### src/design/cssc_regs.vh
// Register map, field positions and codes of the clock-synchronous serial channel block
// Notes on behaviour
// - Data output idles high until first transfer
// - Receive-only still shifts out transmit buffer
// - Clock source bit: 0 drives, 1 receives
// - Handshake pin: port, CTS input or RTS
// - Receive recovery: RE off, 000b, 001b, RE
// - Transmit recovery: 000b, 001b, then write TE
// - Polarity picks output and sample clock edges
// - Bit order: LSB first or MSB first
// - Continuous receive: buffer read marks data present
// - Continuous receive bits at fixed positions
// - Invert bit flips transmit and read data
// - Channel 1 internal clock picks clock pin
// - Unused alternate clock pin holds idle level
// - CTS low starts; high stops before next frame
// - RTS low when ready, high at first fall
// - Channel 0 split: RTS own, CTS borrowed
// - Split use removes channel 1 handshake function
// - Internal clock is fj/2(n+1), 8-bit frames
// - Reception needs RE, TE and data present
// - Overrun on 7th bit with unread buffer
`ifndef CSSC_REGS_VH
`define CSSC_REGS_VH

// ==========================================================
// Address map: paddr[7:5] picks the channel, paddr[4:0] the word
`define CSSC_SHARED_CH 3'h3
`define CSSC_OFF_MODE 5'h00
`define CSSC_OFF_CTL0 5'h04
`define CSSC_OFF_CTL1 5'h08
`define CSSC_OFF_BAUD 5'h0c
`define CSSC_OFF_TXBUF 5'h10
`define CSSC_OFF_RXBUF 5'h14
`define CSSC_OFF_SHARED 5'h00

// ==========================================================
// Mode register fields and codes
`define CSSC_MODE_SMD 2:0
`define CSSC_MODE_CLOCK_SOURCE_SELECT 3
`define CSSC_SMD_OFF 3'h0
`define CSSC_SMD_SYNC 3'h1

// ==========================================================
// Control register 0 fields
`define CSSC_C0_SRC 1:0
`define CSSC_C0_KIND 2
`define CSSC_C0_DIS 4
`define CSSC_C0_POL 6
`define CSSC_C0_ORDER 7

// ==========================================================
// Control register 1 fields
`define CSSC_C1_TE 0
`define CSSC_C1_TI 1
`define CSSC_C1_RE 2
`define CSSC_C1_RI 3
`define CSSC_C1_UPPER 7:4
`define CSSC_C1_RRM2 5
`define CSSC_C1_INV 6

// ==========================================================
// Shared control and receive buffer fields
`define CSSC_SH_RRM0 2
`define CSSC_SH_RRM1 3
`define CSSC_SH_ALTSEL 4
`define CSSC_SH_MULTI 5
`define CSSC_SH_SPLIT 6
`define CSSC_RB_OER 12

// ==========================================================
// Reset values
`define CSSC_MODE_RST 4'h0
`define CSSC_C0_RST 8'h10
`define CSSC_C1_RST 8'h02
`define CSSC_ZERO8 8'h00
`define CSSC_ZERO32 32'h0000_0000

// ==========================================================
// Prescaler selections and masks
`define CSSC_PRE_F1 2'h0
`define CSSC_PRE_F2 2'h1
`define CSSC_PRE_F8 2'h2
`define CSSC_PRE_M2 5'h01
`define CSSC_PRE_M8 5'h07
`define CSSC_PRE_M32 5'h1f

// ==========================================================
// Frame bit counts
`define CSSC_OVR_BIT 3'h6
`define CSSC_LAST_BIT 3'h7

`endif

### src/design/cssc_top.v
// Three clock-synchronous serial channels with an APB register slave
`timescale 1ns/10ps
`include "cssc_regs.vh"

module cssc_top (
	// APB clock and reset
	input wire pclk,
	input wire presetn,
	// APB slave
	input wire psel,
	input wire penable,
	input wire pwrite,
	input wire [7:0] paddr,
	input wire [31:0] pwdata,
	output reg [31:0] prdata,
	output reg pready,
	output reg pslverr,
	// Serial data pins, one per channel
	output wire [2:0] serial_out_pin,
	input wire [2:0] serial_in_pin,
	// Transfer clock pins
	input wire [2:0] transfer_clock_pin_in,
	output wire [2:0] transfer_clock_pin_out,
	output wire [2:0] transfer_clock_pin_oe_n,
	// Handshake pins
	input wire [2:0] handshake_pin_in,
	output wire [2:0] handshake_pin_out,
	output wire [2:0] handshake_pin_oe_n,
	// Channel 1 second clock pin
	output reg alternate_clock_output,
	output reg alternate_clock_output_oe_n
);

	// ==========================================================
	// Bus phases and shared state
	reg [4:0] pre_cnt_ff;
	reg [7:0] shared_ff;
	reg [31:0] nxt_prdata;
	reg nxt_hit;
	wire setup_acc;
	wire commit;
	wire wr_commit;
	wire rd_commit;
	wire [2:0] a_ch;
	wire [4:0] a_off;
	wire [2:0] ch_hit;
	wire [31:0] ch_rd [0:2];
	wire [7:0] c0_arr [0:2];
	wire [2:0] sclk_v;
	wire [2:0] drive_int;
	wire multi;
	wire altsel;
	wire split_on;
	wire hs1_off;

	assign setup_acc = psel & penable & ~pready;
	assign commit = psel & penable & pready;
	assign wr_commit = commit & pwrite;
	assign rd_commit = commit & ~pwrite;
	assign a_ch = paddr[7:5];
	assign a_off = paddr[4:0];
	assign multi = shared_ff[`CSSC_SH_MULTI];
	assign altsel = shared_ff[`CSSC_SH_ALTSEL];
	// Split needs channel 0 on RTS, channel 1 on CTS and no second clock pin
	assign split_on = shared_ff[`CSSC_SH_SPLIT] & ~c0_arr[0][`CSSC_C0_DIS] & c0_arr[0][`CSSC_C0_KIND] &
		~c0_arr[1][`CSSC_C0_DIS] & ~c0_arr[1][`CSSC_C0_KIND] & ~multi;
	// Channel 1 gives up its handshake pin to the split CTS or to the second clock
	assign hs1_off = split_on | multi;

	// ==========================================================
	// APB slave: one wait state, read data captured with pready
	always @* begin
		nxt_prdata = `CSSC_ZERO32;
		nxt_hit = 1'b1;
		if (a_ch == `CSSC_SHARED_CH && a_off == `CSSC_OFF_SHARED) begin
			nxt_prdata[7:0] = shared_ff;
		end else if (ch_hit[0]) begin
			nxt_prdata = ch_rd[0];
		end else if (ch_hit[1]) begin
			nxt_prdata = ch_rd[1];
		end else if (ch_hit[2]) begin
			nxt_prdata = ch_rd[2];
		end else begin
			nxt_hit = 1'b0;
		end
	end

	always @(posedge pclk or negedge presetn) begin
		if (!presetn) begin
			pready <= 1'b0;
			pslverr <= 1'b0;
			prdata <= `CSSC_ZERO32;
			shared_ff <= `CSSC_ZERO8;
			pre_cnt_ff <= 5'h00;
			alternate_clock_output <= 1'b0;
			alternate_clock_output_oe_n <= 1'b1;
		end else begin
			pready <= setup_acc;
			pslverr <= setup_acc & ~nxt_hit;
			if (setup_acc) begin
				prdata <= pwrite ? `CSSC_ZERO32 : nxt_prdata;
			end
			pre_cnt_ff <= pre_cnt_ff + 5'h01;
			if (wr_commit && a_ch == `CSSC_SHARED_CH && a_off == `CSSC_OFF_SHARED) begin
				shared_ff <= pwdata[7:0];
			end
			// Second pin carries the clock or rests at the idle level
			alternate_clock_output_oe_n <= ~(multi & drive_int[1]);
			alternate_clock_output <= altsel ? sclk_v[1] : ~c0_arr[1][`CSSC_C0_POL];
		end
	end

	// ==========================================================
	// Channels
	genvar g;
	generate
		for (g = 0; g < 3; g = g + 1) begin : g_ch
			localparam integer CI = g;
			localparam [2:0] CH = CI[2:0];
			localparam IS0 = (CI == 0);
			localparam IS1 = (CI == 1);
			localparam IS2 = (CI == 2);
			localparam integer RRM_IX = IS0 ? `CSSC_SH_RRM0 : `CSSC_SH_RRM1;

			reg [3:0] mode_ff;
			reg [7:0] c0_ff;
			reg [7:0] c1_ff;
			reg [7:0] brg_ff;
			reg [7:0] tb_ff;
			reg [7:0] rb_ff;
			reg oer_ff;
			reg st_ff;
			reg [2:0] cnt_ff;
			reg [7:0] txs_ff;
			reg [7:0] rxs_ff;
			reg [7:0] bcnt_ff;
			reg sclk_ff;
			reg cprev_ff;
			reg fell_ff;
			reg so_ff;
			reg ckout_ff;
			reg ckoe_n_ff;
			reg hsout_ff;
			reg hsoe_n_ff;
			reg fj;
			reg [31:0] rdv;
			wire sel;
			wire sync;
			wire intc;
			wire pol;
			wire idle;
			wire inv;
			wire msb;
			wire rrm;
			wire half;
			wire ext_chg;
			wire lead;
			wire trail;
			wire fall;
			wire cts_use;
			wire cts_ok;
			wire rts_use;
			wire rd_rb;
			wire [7:0] rx_next;

			assign sel = (a_ch == CH);
			assign sync = (mode_ff[`CSSC_MODE_SMD] == `CSSC_SMD_SYNC);
			assign intc = ~mode_ff[`CSSC_MODE_CLOCK_SOURCE_SELECT];
			assign pol = c0_ff[`CSSC_C0_POL];
			assign idle = ~pol;
			assign inv = c1_ff[`CSSC_C1_INV];
			assign msb = c0_ff[`CSSC_C0_ORDER];
			assign rrm = IS2 ? c1_ff[`CSSC_C1_RRM2] : shared_ff[RRM_IX];
			assign half = st_ff & intc & fj & (bcnt_ff == `CSSC_ZERO8);
			assign ext_chg = st_ff & ~intc & (transfer_clock_pin_in[g] != cprev_ff);
			// Leading edge leaves the idle level, trailing edge returns to it
			assign lead = intc ? (half & (sclk_ff == idle)) : (ext_chg & (cprev_ff == idle));
			assign trail = intc ? (half & (sclk_ff != idle)) : (ext_chg & (cprev_ff != idle));
			assign fall = pol ? trail : lead;
			assign cts_use = (IS0 && split_on) ? 1'b1 :
				(~c0_ff[`CSSC_C0_DIS] & ~c0_ff[`CSSC_C0_KIND] & ~(IS1 & hs1_off));
			assign cts_ok = ~cts_use | ~((IS0 && split_on) ? handshake_pin_in[1] : handshake_pin_in[g]);
			assign rts_use = ~c0_ff[`CSSC_C0_DIS] & c0_ff[`CSSC_C0_KIND] & ~(IS1 & hs1_off);
			assign rd_rb = rd_commit & sel & (a_off == `CSSC_OFF_RXBUF);
			assign rx_next = msb ? {rxs_ff[6:0], serial_in_pin[g]} : {serial_in_pin[g], rxs_ff[7:1]};

			assign c0_arr[g] = c0_ff;
			assign sclk_v[g] = sclk_ff;
			assign drive_int[g] = sync & intc;
			assign serial_out_pin[g] = so_ff;
			assign transfer_clock_pin_out[g] = ckout_ff;
			assign transfer_clock_pin_oe_n[g] = ckoe_n_ff;
			assign handshake_pin_out[g] = hsout_ff;
			assign handshake_pin_oe_n[g] = hsoe_n_ff;
			assign ch_hit[g] = sel & (a_off == `CSSC_OFF_MODE || a_off == `CSSC_OFF_CTL0 ||
				a_off == `CSSC_OFF_CTL1 || a_off == `CSSC_OFF_BAUD || a_off == `CSSC_OFF_TXBUF ||
				a_off == `CSSC_OFF_RXBUF);
			assign ch_rd[g] = rdv;

			// Prescaled count source for the baud divider
			always @* begin
				case (c0_ff[`CSSC_C0_SRC])
					`CSSC_PRE_F1: fj = 1'b1;
					`CSSC_PRE_F2: fj = ((pre_cnt_ff & `CSSC_PRE_M2) == `CSSC_PRE_M2);
					`CSSC_PRE_F8: fj = ((pre_cnt_ff & `CSSC_PRE_M8) == `CSSC_PRE_M8);
					default: fj = (pre_cnt_ff == `CSSC_PRE_M32);
				endcase
			end

			always @* begin
				rdv = `CSSC_ZERO32;
				if (a_off == `CSSC_OFF_MODE) begin
					rdv[3:0] = mode_ff;
				end else if (a_off == `CSSC_OFF_CTL0) begin
					rdv[7:0] = c0_ff;
				end else if (a_off == `CSSC_OFF_CTL1) begin
					rdv[7:0] = c1_ff;
				end else if (a_off == `CSSC_OFF_BAUD) begin
					rdv[7:0] = brg_ff;
				end else if (a_off == `CSSC_OFF_TXBUF) begin
					rdv[7:0] = tb_ff;
				end else if (a_off == `CSSC_OFF_RXBUF) begin
					rdv[7:0] = rb_ff ^ {8{inv}};
					rdv[`CSSC_RB_OER] = oer_ff;
				end
			end

			always @(posedge pclk or negedge presetn) begin
				if (!presetn) begin
					mode_ff <= `CSSC_MODE_RST;
					c0_ff <= `CSSC_C0_RST;
					c1_ff <= `CSSC_C1_RST;
					brg_ff <= `CSSC_ZERO8;
					tb_ff <= `CSSC_ZERO8;
					rb_ff <= `CSSC_ZERO8;
					oer_ff <= 1'b0;
					st_ff <= 1'b0;
					cnt_ff <= 3'h0;
					txs_ff <= `CSSC_ZERO8;
					rxs_ff <= `CSSC_ZERO8;
					bcnt_ff <= `CSSC_ZERO8;
					sclk_ff <= 1'b1;
					cprev_ff <= 1'b1;
					fell_ff <= 1'b0;
					so_ff <= 1'b1;
					ckout_ff <= 1'b0;
					ckoe_n_ff <= 1'b1;
					hsout_ff <= 1'b1;
					hsoe_n_ff <= 1'b1;
				end else begin
					cprev_ff <= transfer_clock_pin_in[g];
					// Buffer read clears the flag before a frame end can set it again
					if (rd_rb) begin
						c1_ff[`CSSC_C1_RI] <= 1'b0;
					end
					if (!sync) begin
						// Disabled mode aborts any frame and empties both buffers
						st_ff <= 1'b0;
						c1_ff[`CSSC_C1_TI] <= 1'b1;
						c1_ff[`CSSC_C1_RI] <= 1'b0;
						oer_ff <= 1'b0;
						sclk_ff <= idle;
						fell_ff <= 1'b0;
						so_ff <= 1'b1;
					end else if (!st_ff) begin
						bcnt_ff <= brg_ff;
						sclk_ff <= idle;
						fell_ff <= 1'b0;
						// Every frame transmits, so reception rides on the transmit start
						if (c1_ff[`CSSC_C1_TE] && !c1_ff[`CSSC_C1_TI] && cts_ok) begin
							st_ff <= 1'b1;
							cnt_ff <= 3'h0;
							txs_ff <= tb_ff ^ {8{inv}};
							c1_ff[`CSSC_C1_TI] <= 1'b1;
						end
					end else begin
						if (intc && fj) begin
							bcnt_ff <= (bcnt_ff == `CSSC_ZERO8) ? brg_ff : bcnt_ff - 8'h01;
						end
						if (half) begin
							sclk_ff <= ~sclk_ff;
						end
						if (fall) begin
							fell_ff <= 1'b1;
						end
						if (lead) begin
							so_ff <= msb ? txs_ff[7] : txs_ff[0];
							txs_ff <= msb ? {txs_ff[6:0], 1'b0} : {1'b0, txs_ff[7:1]};
						end
						if (trail) begin
							rxs_ff <= rx_next;
							cnt_ff <= cnt_ff + 3'h1;
							if (cnt_ff == `CSSC_OVR_BIT && c1_ff[`CSSC_C1_RE] && c1_ff[`CSSC_C1_RI] && !rd_rb) begin
								oer_ff <= 1'b1;
							end
							if (cnt_ff == `CSSC_LAST_BIT) begin
								st_ff <= 1'b0;
								if (c1_ff[`CSSC_C1_RE]) begin
									rb_ff <= rx_next;
									c1_ff[`CSSC_C1_RI] <= 1'b1;
								end
							end
						end
					end
					// Continuous receive re-arms reception from the buffer read alone
					if (rd_rb && rrm) begin
						c1_ff[`CSSC_C1_TI] <= 1'b0;
					end
					if (wr_commit && sel) begin
						if (a_off == `CSSC_OFF_MODE) begin
							mode_ff <= pwdata[3:0];
						end else if (a_off == `CSSC_OFF_CTL0) begin
							c0_ff <= pwdata[7:0];
						end else if (a_off == `CSSC_OFF_CTL1) begin
							c1_ff[`CSSC_C1_UPPER] <= pwdata[`CSSC_C1_UPPER];
							c1_ff[`CSSC_C1_RE] <= pwdata[`CSSC_C1_RE];
							c1_ff[`CSSC_C1_TE] <= pwdata[`CSSC_C1_TE];
						end else if (a_off == `CSSC_OFF_BAUD) begin
							brg_ff <= pwdata[7:0];
						end else if (a_off == `CSSC_OFF_TXBUF) begin
							tb_ff <= pwdata[7:0];
							c1_ff[`CSSC_C1_TI] <= 1'b0;
						end
					end
					// Clock pin drives only on internal clock; unused channel 1 main pin rests idle
					ckoe_n_ff <= ~(sync & intc);
					ckout_ff <= (IS1 && multi && altsel) ? idle : sclk_ff;
					// RTS low while ready, high from the first falling clock edge of a frame
					hsoe_n_ff <= ~rts_use;
					hsout_ff <= ~(rts_use & sync & c1_ff[`CSSC_C1_RE] & ~c1_ff[`CSSC_C1_RI] &
						~(st_ff & (fell_ff | fall)));
				end
			end
		end
	endgenerate

endmodule

### config.mk
export PLATFORM = sky130hd
export DESIGN_NAME = cssc_top
export DESIGN_NICKNAME = d
export VERILOG_FILES = /design/src/design/cssc_top.v
export VERILOG_INCLUDE_DIRS = /design/src /design/src/design
export SDC_FILE = /design/constraint.sdc
export NUM_CORES = 1
export LEC_CHECK = 0
export BUFFER_PORTS_ARGS = -buffer_cell sky130_fd_sc_hd__buf_4
export CORE_MARGIN = 2
export CORE_UTILIZATION = 55
export CTS_CLUSTER_SIZE = 16
export DETAILED_ROUTE_END_ITERATION = 12
export GPL_TIMING_DRIVEN = 0
export PLACE_DENSITY_LB_ADDON = 0.08
export SETUP_SLACK_MARGIN = 0.1
export SYNTH_ARGS = -nofsm -noshare
export SYNTH_HDL_FRONTEND = slang
export SYNTH_SLANG_ARGS = --single-unit
export TNS_END_PERCENT = 1
### constraint.sdc
create_clock -name pclk -period 2.8 [get_ports pclk]
set_input_delay 0.14 -clock pclk [delete_from_list [all_inputs] [get_ports pclk]]
set_output_delay 0.14 -clock pclk [all_outputs]
set_load 0.005 [all_outputs]
# Word-level counts from Yosys, hierarchy flattened
# Index checks and enable logic that the tools add are counted.
[word_totals] ff_bits=292 input_bits=54 output_inout_bits=51
[op_classes] n_addsub=7 eq_ne=67 n_mux=206 bitwise_logic=133 reduce_logical=86
[op_table] op="8-bit 2-to-1 mux" count=40
[op_table] op="1-bit 2-to-1 mux" count=134
[op_table] op="32-bit 2-to-1 mux" count=3
[op_table] op="1-bit bitwise AND" count=74
[op_table] op="8-bit XOR" count=6
[op_table] op="1-bit NOT" count=46
[op_table] op="3-bit AND reduction" count=15
[op_table] op="2-bit by 1-bit != test with 1-bit output (second input constant)" count=18
[op_table] op="5-bit AND reduction" count=6
[op_table] op="1-bit logical AND" count=28
[op_table] op="3-bit 2-to-1 mux" count=9
[op_table] op="8-bit zero test" count=3
[op_table] op="24-bit 2-to-1 mux" count=1
[op_table] op="4-bit 2-to-1 mux" count=6
[op_table] op="8-bit by 1-bit subtractor with 8-bit output (second input constant)" count=3
[op_table] op="3-bit == test (second input constant)" count=7
[op_table] op="2-bit 2-to-1 mux" count=9
[op_table] op="3-bit by 2-bit != test with 1-bit output (second input constant)" count=6
[op_table] op="2-bit AND reduction" count=9
[op_table] op="6-bit AND reduction" count=3
[op_table] op="5-bit == test (second input constant)" count=3
[op_table] op="13-bit 2-to-1 mux" count=1
[op_table] op="3-bit by 1-bit == test with 1-bit output (second input constant)" count=4
[op_table] op="4-bit AND reduction" count=3
[op_table] op="18 further kinds" count=62

# Depth between registers and ports, before layout
[logic_depth] depth_word=22 depth_mapped=10

# Worst setup path before layout
# No wires, ideal clock.
[synth_path] path_kind="reg-to-reg" start="register pre_cnt_ff[0]" end="register g_ch[1].rb_ff[0]" arrival_ns=2.378 t_required_ns=2.675 path_slack_ns=0.297 path_stages_with_launch=11 path_buffers=1 period_less_slack_ns=2.503 path_cell_list="dfrtp_1 > ha_1 > and3_1 > ha_1 > mux2i_1 > a221oi_2 > a41oi_2 > a22oi_2 > and3_1 > buf_6 > mux2_4"
[synth_via] elab_chain_cells=7 word_cells_on_any_way=8 cone_classes="eq/ne: 2; mux: 2; bitwise: 3; reduce/logical: 1"
[synth_rtl] element="from (decl)" line="cssc_top.v:36" rtl="reg [4:0] pre_cnt_ff;"
[synth_rtl] element="from (signal assigned)" line="cssc_top.v:103" rtl="pre_cnt_ff <= pre_cnt_ff + 5'h01;"
[synth_rtl] element="5-bit == test (no source line) or 3-bit == test (tied branches)"
[synth_rtl] element="1-bit one-hot mux with 3 select lines (*)" line="cssc_top.v:202" rtl="case (c0_ff[`CSSC_C0_SRC])"
[synth_rtl] element="1-bit bitwise AND (*) (2 in series)" line="cssc_top.v:174" rtl="assign half = st_ff & intc & fj & (bcnt_ff == `CSSC_ZERO8);"
[synth_rtl] element="1-bit bitwise AND (*)" line="cssc_top.v:178" rtl="assign trail = intc ? (half & (sclk_ff != idle)) : (ext_chg & (cprev_ff != idle));"
[synth_rtl] element="1-bit 2-to-1 mux (*)" line="cssc_top.v:178"
[synth_rtl] element="5-bit AND reduction (no source line) (*)"
[synth_rtl] element="to (signal assigned)" line="cssc_top.v:235" rtl="rb_ff <= `CSSC_ZERO8;"
[synth_rtl] element="to (signal assigned)" line="cssc_top.v:299" rtl="rb_ff <= rx_next;"
[synth_rtl] element="to (decl)" line="cssc_top.v:130" rtl="reg [7:0] rb_ff;"
# Mark *: on every way between the ends. The rest lies on a longest branch, timed or not.
# A chain may end at the register's enable or synchronous reset.

# Worst setup path after layout
[layout_path] start="register pre_cnt_ff[0]" end="register g_ch[0].txs_ff[2]"
[layout_via] elab_chain_cells=8 word_cells_on_any_way=9 cone_classes="eq/ne: 3; mux: 2; bitwise: 3; reduce/logical: 1"
[layout_rtl] element="5-bit == test (no source line) or 3-bit == test (tied branches)"
[layout_rtl] element="1-bit one-hot mux with 3 select lines (*)" line="cssc_top.v:202"
[layout_rtl] element="1-bit bitwise AND (*) (2 in series)" line="cssc_top.v:174"
[layout_rtl] element="1-bit bitwise AND (*)" line="cssc_top.v:177" rtl="assign lead = intc ? (half & (sclk_ff == idle)) : (ext_chg & (cprev_ff == idle));"
[layout_rtl] element="1-bit 2-to-1 mux (*)" line="cssc_top.v:177"
[layout_rtl] element="2-bit by 1-bit != test with 1-bit output (no source line) (*)"
[layout_rtl] element="3-bit AND reduction (no source line) (*)"
[layout_rtl] element="to (signal assigned)" line="cssc_top.v:239" rtl="txs_ff <= `CSSC_ZERO8;"
[layout_rtl] element="to (signal assigned)" line="cssc_top.v:273" rtl="txs_ff <= tb_ff ^ {8{inv}};"
[layout_rtl] element="to (signal assigned)" line="cssc_top.v:288" rtl="txs_ff <= msb ? {txs_ff[6:0], 1'b0} : {1'b0, txs_ff[7:1]};"
[layout_rtl] element="to (decl)" line="cssc_top.v:134" rtl="reg [7:0] txs_ff;"
# Marks and branches as above.

==> flow_summary.toml <==
[placed_design]
portBuffers = 53
place_ws_ns = -0.530
gp_congestion = 0.999
hpwlAfterDp_um = 27800

[clocking]
cts_sinks = 269
numCtsBuffers = 30
htreeDepth = 1
clock_path_buffers = 3
insertion_delay_ns = 0.55
cts_tree = "yes"
clk_pin_slew_ns = 0.06
cts_root_buf = "clkbuf_16"

[detailed_routing]
vias_per_cell = 5.97
drtAntennaViolNets = 0
firstDrtPassIters = 6
drc = 0
num_vias = 10800
drt_wl_total_um = 38900
drtIter0Drc = 915
wl_per_cell_um = 21.5

[timing]
skew_ns = 0.00843
fin_crit_sh = 0.952
drv_slew = 0
clock.fmax_mhz = 375
slew_headroom = 0.401
holdWs_ns = 0.0532
layout_min_cycle_time_ns = 2.67
setup_slack_ns = 0.134
tightest_slew_ns = 0.898
setup_violations = 0
finalHoldViolations = 0
rsz0062_at_grt = "yes"

[setup_path]
crit_fanout = 8
crit_buf_inv = 1
path_class = "flop to flop"
required_ns = 3.23
critical_path_arrival_ns = 3.10
end_kind = "flop"
startpoint_type = "flop"
worst_path_largest_cell_delay_ns = 0.43
crit_chain = "ha_2 > and3_4 > ha_4 > mux2i_2 > a221oi_4 > nor4b_4 > a21oi_4 > o21ai_4 > buf_12 > mux2_4"
slowest_stage = "a221oi_4"
critical_path.top_delay_family = "compound AO/OA/AOI/OAI gates"

[global_route]
grt_antenna_before_repair = 1
overflow = 0
grt_pass1_vias = 10700
grt_usage = 0.290
grt_max_degree = 112
grt_first_pass_wirelength_um = 60400

[logic_synthesis]
synth_area_leaders = "dfrtp_1, mux2_2, dfstp_2"
syn_inst = 1322
synthesis.area_sq_mm = 0.0143
synth_top_area_frac = 0.428
ys_ff_latch = 269
yosys.area.top_type = "dfrtp_1"
syn_avg_cell_area_sq_um = 10.8
yosysMostFrequentCell = "dfrtp_1"
ys_types = 80
yosysWarnings = 0
synthArstFlopShare = 1.00
synth-seq-area-share = 0.474
synth_commonest_cells = "dfrtp_1, mux2_2, nand2_1, nor2_1, o21ai_0"
ys.flop_type = "dfrtp_1"
synth-edff-count = 0

[floorplanning]
core_area_sq_mm = 0.0253
fp.dieW_um = 165
pin_count = 105
start_util = 0.563
die-area_sq_mm = 0.0272
die_h_um = 165
rows = 58

[cells_and_area]
multi_input_area_sq_mm = 0.00696
fill_cells = 2072
layout-drive-gt1-share = 0.289
final_nets = 1530
area_delta_synth_final_pct = 16.6
regArea_sq_mm = 0.00676

[pwr]
cellPowerDensity_mw_per_mm2 = 515
ir_worst_vdd_mv = 0.429
p_leak_nw = 7.56

[job]
maxCapViolations = 0

[min_path]
hold_path_class = "input pin to flop"

[status]
outcome = "completed"
## layout by cell type, fill, tap and decap left out, types with 10 or more instances in the layout
| cell type | count |
|---|---|
| nand2_1 | 108 |
| o211ai_1 | 21 |
| xnor2_1 | 31 |
| nand2b_1 | 12 |
| o22ai_1 | 15 |
| nor3_1 | 13 |
| dlygate4sd3_1 | 17 |
| clkbuf_8 | 10 |
| nor2_1 | 87 |
| a21oi_1 | 62 |
| dfstp_2 | 25 |
| mux2_4 | 16 |
| ha_1 | 15 |
| a211oi_1 | 12 |
| dfrtp_1 | 243 |
| clkbuf_1 | 53 |
| xor2_1 | 23 |
| o21ai_0 | 86 |
| inv_1 | 35 |
| mux2i_1 | 47 |
| nand3_1 | 22 |
| buf_4 | 98 |
| conb_1 | 23 |
| nand3b_1 | 11 |
| buf_2 | 12 |
| clkbuf_16 | 31 |
| nand4_1 | 11 |
| mux2_2 | 175 |
## kinds of logic after synthesis
kind of cell               Yosys count  synth area share
buffers and inverters              144            0.0503
muxes                              241             0.191
DFF                                269             0.474
other                                1          0.000263
adders and majority gates           18            0.0158
AOI/OAI and AO/OA                  266             0.121
xor gates and xnor gates            54            0.0332
and+or+nand+nor                    329             0.115
## state kept, by name, summed over array words and instances, names as in the netlist, 12 cells and up
name	count
g_ch.bcnt_ff	24
g_ch.brg_ff	24
g_ch.c0_ff	24
g_ch.c1_ff	24
g_ch.mode_ff	12
g_ch.rb_ff	24
g_ch.rxs_ff	24
g_ch.tb_ff	24
g_ch.txs_ff	24
## routing by layer
layer	up-vias	track usage	wire, um
met5	-	0	13
met4	2	0.106	1440
met3	97	0.0588	2880
met2	414	0.458	17800
met1	5357	0.397	16800
li1	4959	-	-
## stage by stage
stage	power [mW]	setup TNS, ns	cells	util	area (sq um)
final	8.56	0	1813	0.657	16600
after global routing	8.85	-0.0393	1812	0.656	16600
after CTS	8.62	0	1809	0.653	16500
after detailed placement	4.56	-27.40	1729	0.601	15200
after global placement	4.54	-190.21	1727	0.598	15200
after floorplan	4.31	0	1344	-	14300
## power by group
group	internal, mW	total, mW	switching [mW]	leakage [nW]
clock network	2.46	4.04	1.58	0.519
logic	0.190	0.556	0.366	3.46
registers	3.93	3.97	0.0393	3.58
## final cells by class
type,instances,area share
repair buffers,82,0.0439
multi-input cells,931,0.419
flip-flops and latches,269,0.407
clock buffers,46,0.0561
diodes,1,0.000150
plain buffers,109,0.0356
clock inverters,10,0.00602
inverters,35,0.00790
well taps,330,0.0248
## tightest hold or removal path, delay by kind of cell
| family | cells | cell delay [ns] |
|---|---|---|
| and+or+nand+nor | 2 | 0.27 |
| buffers and inverters | 1 | 0.08 |
| AOI/OAI and AO/OA | 1 | 0.07 |
## path summary, 6_finish.rpt
check | depth (start not counted) | slack [ns] | end | start
worst min register to register | 0 | 0.44 | g_ch[2].ckout_ff | g_ch[2].sclk_ff
worst max-delay path | 10 | 0.13 | g_ch[0].txs_ff[2] | pre_cnt_ff[0]
max in group asynchronous | 3 | 1.70 | g_ch[2].rb_ff[6] | presetn
worst min-delay path | 4 | 0.05 | g_ch[2].st_ff | handshake_pin_in[2]
worst max register to register | 10 | 0.13 | g_ch[0].txs_ff[2] | pre_cnt_ff[0]
min in group asynchronous | 2 | 0.12 | g_ch[1].txs_ff[2] | presetn
## repair_timing
action / CTS / global route
resized for setup: 6 / 17
buffers inserted: 7 / 3
hold buffers: 17 / 0
endpoints found under the setup margin: 108 / 80
endpoints found under the hold margin: 107 / 0
pin swaps: 5 / 7
Note: power is estimated with default switching activity, not from simulation.
